**config.mk**
```make
export PLATFORM = sky130hd
export DESIGN_NAME = fault_supervisor
export DESIGN_NICKNAME = d
export VERILOG_FILES = /design/src/rtl/fault_sup_pkg.sv /design/src/rtl/fault_supervisor.sv
export SDC_FILE = /design/constraint.sdc
export NUM_CORES = 1
export LEC_CHECK = 0
export ABC_CLOCK_PERIOD_IN_PS = 2000
export BUFFER_PORTS_ARGS = -buffer_cell sky130_fd_sc_hd__buf_2
export CORE_MARGIN = 2
export CORE_UTILIZATION = 43
export DETAILED_ROUTE_END_ITERATION = 16
export GPL_TIMING_DRIVEN = 0
export PLACE_DENSITY_LB_ADDON = 0.08
export SYNTH_ARGS = -nofsm -noshare
export SYNTH_HDL_FRONTEND = slang
export SYNTH_SLANG_ARGS = --single-unit
```
**constraint.sdc**
```tcl
create_clock -name sys_clk -period 2 [get_ports sys_clk]
set_input_delay 0.1 -clock sys_clk [delete_from_list [all_inputs] [get_ports sys_clk]]
set_output_delay 0.1 -clock sys_clk [all_outputs]
set_load 0.02 [all_outputs]
```
**src/rtl/fault_sup_pkg.sv**
```systemverilog
// constants, types and register map for the multiphase fault supervisor
package fault_sup_pkg;

  // ************************************************************
  // register map
  // ************************************************************
  localparam logic [11:0] CTRL_OFFSET   = 12'h000;
  localparam logic [11:0] STATUS_OFFSET = 12'h004;
  localparam logic [11:0] RETRY_OFFSET  = 12'h008;

  // control field positions
  localparam int CTRL_SOFT_EN_BIT = 0;
  localparam int CTRL_BLANK_EN_BIT = 1;
  localparam logic [1:0] CTRL_RESET_VALUE = 2'h3;

  // ************************************************************
  // timing counts
  // ************************************************************
  localparam int SS_COUNT_BITS = 11;
  localparam logic [10:0] SS_LAST_COUNT  = 11'h7ff;  // 2048 phase clocks
  localparam logic [10:0] WAIT_LAST_COUNT = 11'h7ff; // 2048 phase clocks
  localparam logic [2:0] MAX_RETRIES = 3'h7;         // seven hiccups

  // ************************************************************
  // types
  // ************************************************************
  typedef enum logic [2:0] {
    ST_SHUTDOWN  = 3'b000,
    ST_SOFTSTART = 3'b001,
    ST_RUN       = 3'b010,
    ST_OC_WAIT   = 3'b011,
    ST_OC_LATCH  = 3'b100,
    ST_OV_LATCH  = 3'b101
  } sup_state_type;

  typedef enum logic [1:0] {
    PWM_NORMAL = 2'b00,
    PWM_LOW    = 2'b01,
    PWM_HIZ    = 2'b10
  } pwm_mode_type;

  // comparator flags from the analog front end
  typedef struct packed {
    logic under_voltage;    // output below undervoltage threshold
    logic over_voltage;     // diff_sense_voltage above 2.2 V
    logic at_reference;     // diff_sense_voltage at or below reference
    logic over_current;     // average_phase_current above 90 uA
    logic enable_ok;        // enable comparator above 1.23 V
    logic bias_ok;          // bias power-on detector
    logic code_transition;  // voltage_code reference stepping
  } comp_flags_type;

endpackage

```
**src/rtl/fault_supervisor.sv**
```systemverilog
// multiphase fault supervisor: power good, crowbar, PWM state, hiccup
`timescale 1ns/10ps
`default_nettype none
module fault_supervisor #(
  parameter int RETRY_LIMIT = 7
) (
  input  wire logic                          sys_clk,
  input  wire logic                          reset_n,
  input  wire logic                          phase_tick,
  input  wire fault_sup_pkg::comp_flags_type comp_flags,
  input  wire logic                          psel,
  input  wire logic                          penable,
  input  wire logic                          pwrite,
  input  wire logic [11:0]                   paddr,
  input  wire logic [31:0]                   pwdata,
  output logic      [31:0]                   prdata,
  output logic                               pready,
  output logic                               pslverr,
  output logic                               power_good_out,
  output logic                               power_good_oe,
  output logic                               crowbar_gate_out,
  output fault_sup_pkg::pwm_mode_type        pwm_mode
);
  import fault_sup_pkg::*;

  // ************************************************************
  // input synchronisers
  // ************************************************************
  comp_flags_type sync1_reg;
  comp_flags_type sync2_reg;

  // two-stage sampling of the comparator flags; only sync2 is used
  always_ff @(posedge sys_clk or negedge reset_n) begin
    if (!reset_n) begin
      sync1_reg <= '0;
      sync2_reg <= '0;
    end else begin
      sync1_reg <= comp_flags;
      sync2_reg <= sync1_reg;
    end
  end

  logic uv;
  logic ov;
  logic at_ref;
  logic oc_raw;
  logic oc;
  logic enabled;
  logic [1:0] ctrl_reg;
  logic [1:0] ctrl_next;

  // blanking hides charging current during reference stepping
  always_comb begin
    uv      = sync2_reg.under_voltage;
    ov      = sync2_reg.over_voltage;
    at_ref  = sync2_reg.at_reference;
    oc_raw  = sync2_reg.over_current;
    enabled = sync2_reg.enable_ok && sync2_reg.bias_ok && ctrl_reg[CTRL_SOFT_EN_BIT];
    oc      = oc_raw
              && !(ctrl_reg[CTRL_BLANK_EN_BIT] && sync2_reg.code_transition);
  end

  // ************************************************************
  // supervisor state machine
  // ************************************************************
  sup_state_type state_reg;
  sup_state_type state_next;
  logic [10:0]   count_reg;
  logic [10:0]   count_next;
  logic [2:0]    retry_reg;
  logic [2:0]    retry_next;
  logic          pwm_low_reg;
  logic          pwm_low_next;
  logic          pg_reg;
  logic          pg_next;
  logic          crowbar_reg;
  logic          crowbar_next;
  logic          ov_seen_reg;
  logic          ov_seen_next;
  logic          oc_seen_reg;
  logic          oc_seen_next;

  // next state; outside shutdown, overvoltage outranks everything but loss of enable
  always_comb begin
    state_next   = state_reg;
    count_next   = count_reg;
    retry_next   = retry_reg;
    pwm_low_next = pwm_low_reg;
    crowbar_next = crowbar_reg;
    ov_seen_next = ov_seen_reg;
    oc_seen_next = oc_seen_reg;
    case (state_reg)
      ST_SHUTDOWN: begin
        count_next = '0;
        if (enabled) begin
          state_next = ST_SOFTSTART;
        end
      end
      ST_SOFTSTART: begin
        if (phase_tick) begin
          count_next = count_reg + 11'h001;
        end
        if (oc) begin
          count_next = '0;
          if (retry_reg == RETRY_LIMIT[2:0]) begin
            state_next = ST_OC_LATCH;
          end else begin
            retry_next = retry_reg + 3'h1;
            state_next = ST_OC_WAIT;
          end
        end else if (phase_tick && count_reg == SS_LAST_COUNT) begin
          retry_next = '0;
          // a recovered start forgets old trips, so a later disable holds power good
          oc_seen_next = 1'b0;
          state_next = ST_RUN;
        end
      end
      ST_RUN: begin
        if (oc) begin
          count_next = '0;
          if (retry_reg == RETRY_LIMIT[2:0]) begin
            state_next = ST_OC_LATCH;
          end else begin
            retry_next = retry_reg + 3'h1;
            state_next = ST_OC_WAIT;
          end
        end
      end
      ST_OC_WAIT: begin
        if (phase_tick) begin
          count_next = count_reg + 11'h001;
          if (count_reg == WAIT_LAST_COUNT) begin
            count_next = '0;
            state_next = ST_SOFTSTART;
          end
        end
      end
      ST_OC_LATCH: begin
        count_next = '0;
      end
      ST_OV_LATCH: begin
        // low until sense reaches reference, low again on recurrence
        if (ov) begin
          pwm_low_next = 1'b1;
        end else if (at_ref) begin
          pwm_low_next = 1'b0;
        end
      end
      default: begin
        state_next = ST_SHUTDOWN;
      end
    endcase
    if (oc) begin
      oc_seen_next = 1'b1;
    end
    if (ov && state_reg != ST_SHUTDOWN) begin
      state_next   = ST_OV_LATCH;
      pwm_low_next = 1'b1;
      crowbar_next = 1'b1;
    end
    if (!enabled) begin
      state_next   = ST_SHUTDOWN;
      retry_next   = '0;
      pwm_low_next = 1'b0;
      crowbar_next = 1'b0;
      oc_seen_next = 1'b0;
    end
    ov_seen_next = (state_next == ST_OV_LATCH);
  end

  // power good; held high after disable until the output decays, except when disabled during a retried soft start
  always_comb begin
    pg_next = 1'b0;
    case (state_next)
      ST_SOFTSTART: pg_next = !uv && !oc;
      ST_RUN:       pg_next = !uv;
      ST_SHUTDOWN:  pg_next = pg_reg && !uv && !ov_seen_reg && !oc_seen_reg;
      default:      pg_next = 1'b0;
    endcase
  end

  always_ff @(posedge sys_clk or negedge reset_n) begin
    if (!reset_n) begin
      state_reg   <= ST_SHUTDOWN;
      count_reg   <= '0;
      retry_reg   <= '0;
      pwm_low_reg <= 1'b0;
      pg_reg      <= 1'b0;
      crowbar_reg <= 1'b0;
      ov_seen_reg <= 1'b0;
      oc_seen_reg <= 1'b0;
    end else begin
      state_reg   <= state_next;
      count_reg   <= count_next;
      retry_reg   <= retry_next;
      pwm_low_reg <= pwm_low_next;
      pg_reg      <= pg_next;
      crowbar_reg <= crowbar_next;
      ov_seen_reg <= ov_seen_next;
      oc_seen_reg <= oc_seen_next;
    end
  end

  // ************************************************************
  // outputs
  // ************************************************************
  // open-drain power good: enable pulls low whenever good is false
  always_comb begin
    power_good_out   = 1'b0;
    power_good_oe    = !pg_reg;
    crowbar_gate_out = crowbar_reg;
    case (state_reg)
      ST_SOFTSTART: pwm_mode = PWM_NORMAL;
      ST_RUN:       pwm_mode = PWM_NORMAL;
      ST_OV_LATCH:  pwm_mode = pwm_low_reg ? PWM_LOW : PWM_HIZ;
      default:      pwm_mode = PWM_HIZ;
    endcase
  end

  // ************************************************************
  // APB slave, zero wait states
  // ************************************************************
  logic [31:0] prdata_next;
  logic        pslverr_next;

  function automatic logic addr_known(input logic [11:0] a);
    return (a == CTRL_OFFSET) || (a == STATUS_OFFSET) || (a == RETRY_OFFSET);
  endfunction

  // reads show live state; only control is writable
  always_comb begin
    ctrl_next    = ctrl_reg;
    prdata_next  = prdata;
    pslverr_next = 1'b0;
    if (psel && !penable) begin
      pslverr_next = !addr_known(paddr);
      case (paddr)
        CTRL_OFFSET:   prdata_next = {30'h0, ctrl_reg};
        STATUS_OFFSET: prdata_next = {24'h0, crowbar_reg, pg_reg, pwm_mode, 1'b0, state_reg};
        RETRY_OFFSET:  prdata_next = {29'h0, retry_reg};
        default:       prdata_next = 32'h0;
      endcase
    end
    if (psel && penable && pwrite && paddr == CTRL_OFFSET) begin
      ctrl_next = pwdata[1:0];
    end
  end

  always_ff @(posedge sys_clk or negedge reset_n) begin
    if (!reset_n) begin
      ctrl_reg <= CTRL_RESET_VALUE;
      prdata   <= '0;
      pslverr  <= 1'b0;
    end else begin
      ctrl_reg <= ctrl_next;
      prdata   <= prdata_next;
      pslverr  <= pslverr_next;
    end
  end

  assign pready = 1'b1;

  // ************************************************************
  // assertions
  // ************************************************************
  // span of the current state in phase ticks; restarts on every change of state
  // kept apart from count_reg so that the timing checks do not lean on the counter they judge
  logic [11:0] span_reg;
  logic [11:0] span_next;

  always_comb begin
    span_next = span_reg;
    if (state_next != state_reg) begin
      span_next = '0;
    end else if (phase_tick) begin
      span_next = span_reg + 12'h001;
    end
  end

  always_ff @(posedge sys_clk or negedge reset_n) begin
    if (!reset_n) begin
      span_reg <= '0;
    end else begin
      span_reg <= span_next;
    end
  end
endmodule
`default_nettype wire
```
==> flow_metrics.env <==
export IMPL_yosysWarningCount=0
export IMPL_max_slew_margin_pct=32.9
export IMPL_yosysSeqAreaShare_pct=48.7
export IMPL_clock_insertion_delay_at_the_later_pin_of_the_skew_report_ps=300
export IMPL_dpl_cell_area_um2=2750
export IMPL_power_density_normalized_to_cell_area_nw_per_um2=584
export IMPL_top_level_ports=96
export IMPL_drt_total_wl_um=5080
export IMPL_finalHoldViolCount=0
export IMPL_p_leak_nw=1.53
export IMPL_finalSetupViolations=0
export IMPL_critical_path_reg2reg_endpoint="count_reg[10]"
export IMPL_power_frac_seq_pct=52.0
export IMPL_run_status="finished, final reports clean"
export IMPL_core_area_um2=5410
export IMPL_synthAdderAreaFrac_pct=1.06
export IMPL_grt_setup_unrepaired="true"
export IMPL_placementRows=27
export IMPL_wl_cell_um=12.4
export IMPL_drv_max_cap_violation_count=0
export IMPL_power_share_combinational_pct=9.2
export IMPL_post_route_period_util_pct=97.7
export IMPL_final_cell_area_um2=3130
export IMPL_synth_ff_latch_count=46
export IMPL_die_w_um=78.2
export IMPL_post_synth_xor_area_fraction_pct=0.740
export IMPL_worstRegToRegCells=8
export IMPL_antenna_left=0
export IMPL_drive_above_1_share_pct=33.0
export IMPL_r2r_setup_slack_ps=50
export IMPL_start_util_pct=43.8
export IMPL_number_of_buffers_on_the_longest_clock_path=2
export IMPL_grt_ovfl_total=0
export IMPL_final_net_count=397
export IMPL_design_die_area_um2=6120
export IMPL_die_height_um=78.2
export IMPL_clkTransAtPathRegs_ps=90
export IMPL_mux_cell_area_share_after_synthesis_pct=2.22
export IMPL_antenna_cells_inserted=0
export IMPL_place_detailed_instances=381
export IMPL_groute_usage_overall_pct=17.1
export IMPL_drv_slew=0
export IMPL_synth_edff_count=0
export IMPL_number_of_antenna_violations_at_the_first_check_in_global_routing=0
export IMPL_cts_h_tree_depth=2
export IMPL_critPathLaunch="count_reg[1]"
export IMPL_synthDistinctLibCells=47
export IMPL_synth_compound_gate_area_share_pct=16.0
export IMPL_number_of_global_route_vias_before_repair=1775
export IMPL_cts_inserted_buffers=5
export IMPL_cp_data_arrival_time_ps=2200
export IMPL_final_setup_worst_slack_ps=45.4
export IMPL_clkSinkCount=46
export IMPL_reg_area_um2=1150
export IMPL_syn_inst=246
export IMPL_remaining_drc_errors=0
export IMPL_worst_setup_path_endpoint="count_reg[10]"
export IMPL_share_clk_of_total_power_pct=38.7
export IMPL_switching_share_pct=23.8
export IMPL_synthSimpleGateAreaFrac_pct=20.1
export IMPL_worst_slew_pin_transition_ps=1010
export IMPL_timing_critical_path_required_ps=2240
export IMPL_syn_area_um2=2370
export IMPL_via_count=1964
export IMPL_hold_slack_ps=30.3
export IMPL_achievable_frequency_mhz=512
export IMPL_pin_count_of_the_biggest_net_entering_global_routing=47
export IMPL_p_switching_uw=435
export IMPL_power_report_internal_total_mw=1.39
export IMPL_setup_slack_placement_ps=-226
export IMPL_tritoncts="yes"
export IMPL_syn2layout_area_growth_pct=32.2
export IMPL_detail_route_iter0_violations=76
export IMPL_most_used_flip_flop_cell_after_synthesis="dfrtp_1"
export IMPL_multi_input_comb_area_um2=1130
export IMPL_min_path_type="primary input to flip-flop"
export IMPL_ys_async_sr_fraction_pct=100
export IMPL_largest_reg_flops=11
export IMPL_clock_root_buffer="clkbuf_8"
export IMPL_place_gp_congestion=0.849
export IMPL_port_buffers=38
export IMPL_path_class="flip-flop to flip-flop"
export IMPL_n_fill_cell=508
export IMPL_main_combinational_cell_family_by_area_after_synthesis="simple AND/OR/NAND/NOR gates"
export IMPL_grt_pass1_wl_um=8360
export IMPL_worstSetupStartpointType="flip-flop"
export IMPL_synthesis_area_per_instance_um2=9.63
export IMPL_worst_setup_path_end_kind="flip-flop"
export IMPL_worst_ir_drop_vdd_uv=486
export IMPL_skew_ps=6.97
export IMPL_worstPathMaxFanout=7
export IMPL_timing_rr_start="count_reg[1]"
export IMPL_post_route_min_period_ps=1950
export IMPL_layoutNonFillerInstCount=411
export IMPL_viasPerCell=4.78
export IMPL_hpwl_um=3420
export IMPL_dr_pass1_iters=4
-- cells by family (layout without fill, tap and decap cells) --
family / count (synthesis) / in the layout
buffers and inverters: 40 / 108
and+or+nand+nor: 91 / 91
muxes: 5 / 5
AOI/OAI and AO/OA: 58 / 58
other: 2 / 27
adders and majority gates: 2 / 2
xor gates and xnor gates: 2 / 2
DFF: 46 / 46
-- worst min path at each step --
stage                        startpoint      endpoint  slack (ps)  cells after the start
final                         pwdata[0]   ctrl_reg[0]          30                      2
after global routing          pwdata[0]   ctrl_reg[0]          20                      2
after CTS                     pwdata[0]   ctrl_reg[0]          30                      2
after detailed placement  comp_flags[5]  sync1_reg[5]         210                      1
after global placement    comp_flags[5]  sync1_reg[5]         210                      1
after floorplan                 reset_n        at_ref        -200                      0
-- cells in the final DEF (no fill, tap or decap), types with 8 or more instances in the layout --
master | Yosys | layout
nor2_1 | 25 | 24
nand2_1 | 22 | 21
buf_2 | 2 | 39
o21ai_0 | 23 | 20
buf_4 | 28 | 41
a21oi_1 | 11 | 11
o31ai_1 | 10 | 10
nand3_1 | 9 | 9
conb_1 | 2 | 27
dlygate4sd3_1 | 0 | 8
dfrtp_1 | 44 | 44
-- through the flow --
stage               utilization [%]  power (mW)  TNS (ps)
finish                         57.9        1.83         0
floorplan                         -        1.07         0
global route                   57.9        1.91     -54.7
CTS                            55.3        1.84         0
detailed placement             50.8        1.12     -1780
global placement               50.8        1.12     -1910
-- power groups by stage --
| stage | logic (mW) | registers, mW | clock network (mW) |
|---|---|---|---|
| finish | 0.169 | 0.952 | 0.708 |
| CTS | 0.167 | 0.951 | 0.719 |
| global route | 0.187 | 0.953 | 0.767 |
| detailed placement | 0.155 | 0.970 | 0 |
| floorplan | 0.103 | 0.969 | 0 |
| global placement | 0.154 | 0.970 | 0 |
-- Yosys cell counts, types with 2 or more instances --
| cell | number | area, µm² |
|---|---|---|
| nand2_1 | 22 | 82.6 |
| a22oi_1 | 2 | 15.0 |
| nor2_1 | 25 | 93.8 |
| mux2_2 | 2 | 22.5 |
| buf_4 | 28 | 210 |
| dfstp_2 | 2 | 52.6 |
| clkbuf_1 | 4 | 15.0 |
| o21ai_0 | 23 | 115 |
| a22o_1 | 2 | 17.5 |
| inv_1 | 6 | 22.5 |
| nand3_1 | 9 | 45.0 |
| nor4_1 | 2 | 12.5 |
| nor3_1 | 2 | 10.0 |
| nand2b_1 | 4 | 25.0 |
| buf_2 | 2 | 10.0 |
| dfrtp_1 | 44 | 1100 |
| nor2b_1 | 6 | 37.5 |
| mux2i_1 | 3 | 30.0 |
| or4_1 | 3 | 22.5 |
| o31ai_1 | 10 | 75.1 |
| and3_1 | 6 | 37.5 |
| nand4_1 | 2 | 12.5 |
| conb_1 | 2 | 7.51 |
| ha_1 | 2 | 25.0 |
| a21oi_1 | 11 | 55.1 |
-- worst max-delay path, cell delays in order (launching register included) --
cell	delay [ps]
dfrtp_1	420
ha_4	190
and3_4	200
a41oi_4	160
nor3_4	100
or2_1	230
buf_6	130
or4_4	410
nand2_2	60
-- layer usage --
metal	wire length (µm)	track usage (%)	share of wire, %	vias up
met3	234	3.45	4.6	7
met4	60	6.14	1.2	0
met5	0	0	0	-
li1	-	-	-	994
met1	2390	22.7	47	910
met2	2390	27.8	47	53
-- cell type report --
type / instances / share of cell area, %
Sequential cell: 46 / 36.8
Multi-Input combinational cell: 185 / 36.1
Timing Repair Buffer: 60 / 12.0
Buffer: 34 / 7.87
Tap cell: 72 / 2.88
Clock buffer: 5 / 2.20
Clock inverter: 3 / 1.40
Inverter: 6 / 0.719
-- what timing repair did --
item / in CTS / in global routing
resized for setup: 7 / 14
setup buffers: 2 / 12
endpoints found under the setup margin: 13 / 14
pin swaps: 3 / 6
hold endpoints to repair: 16 / 0
hold buffers: 8 / 0
No activity file was read; power rests on OpenSTA's default activity.
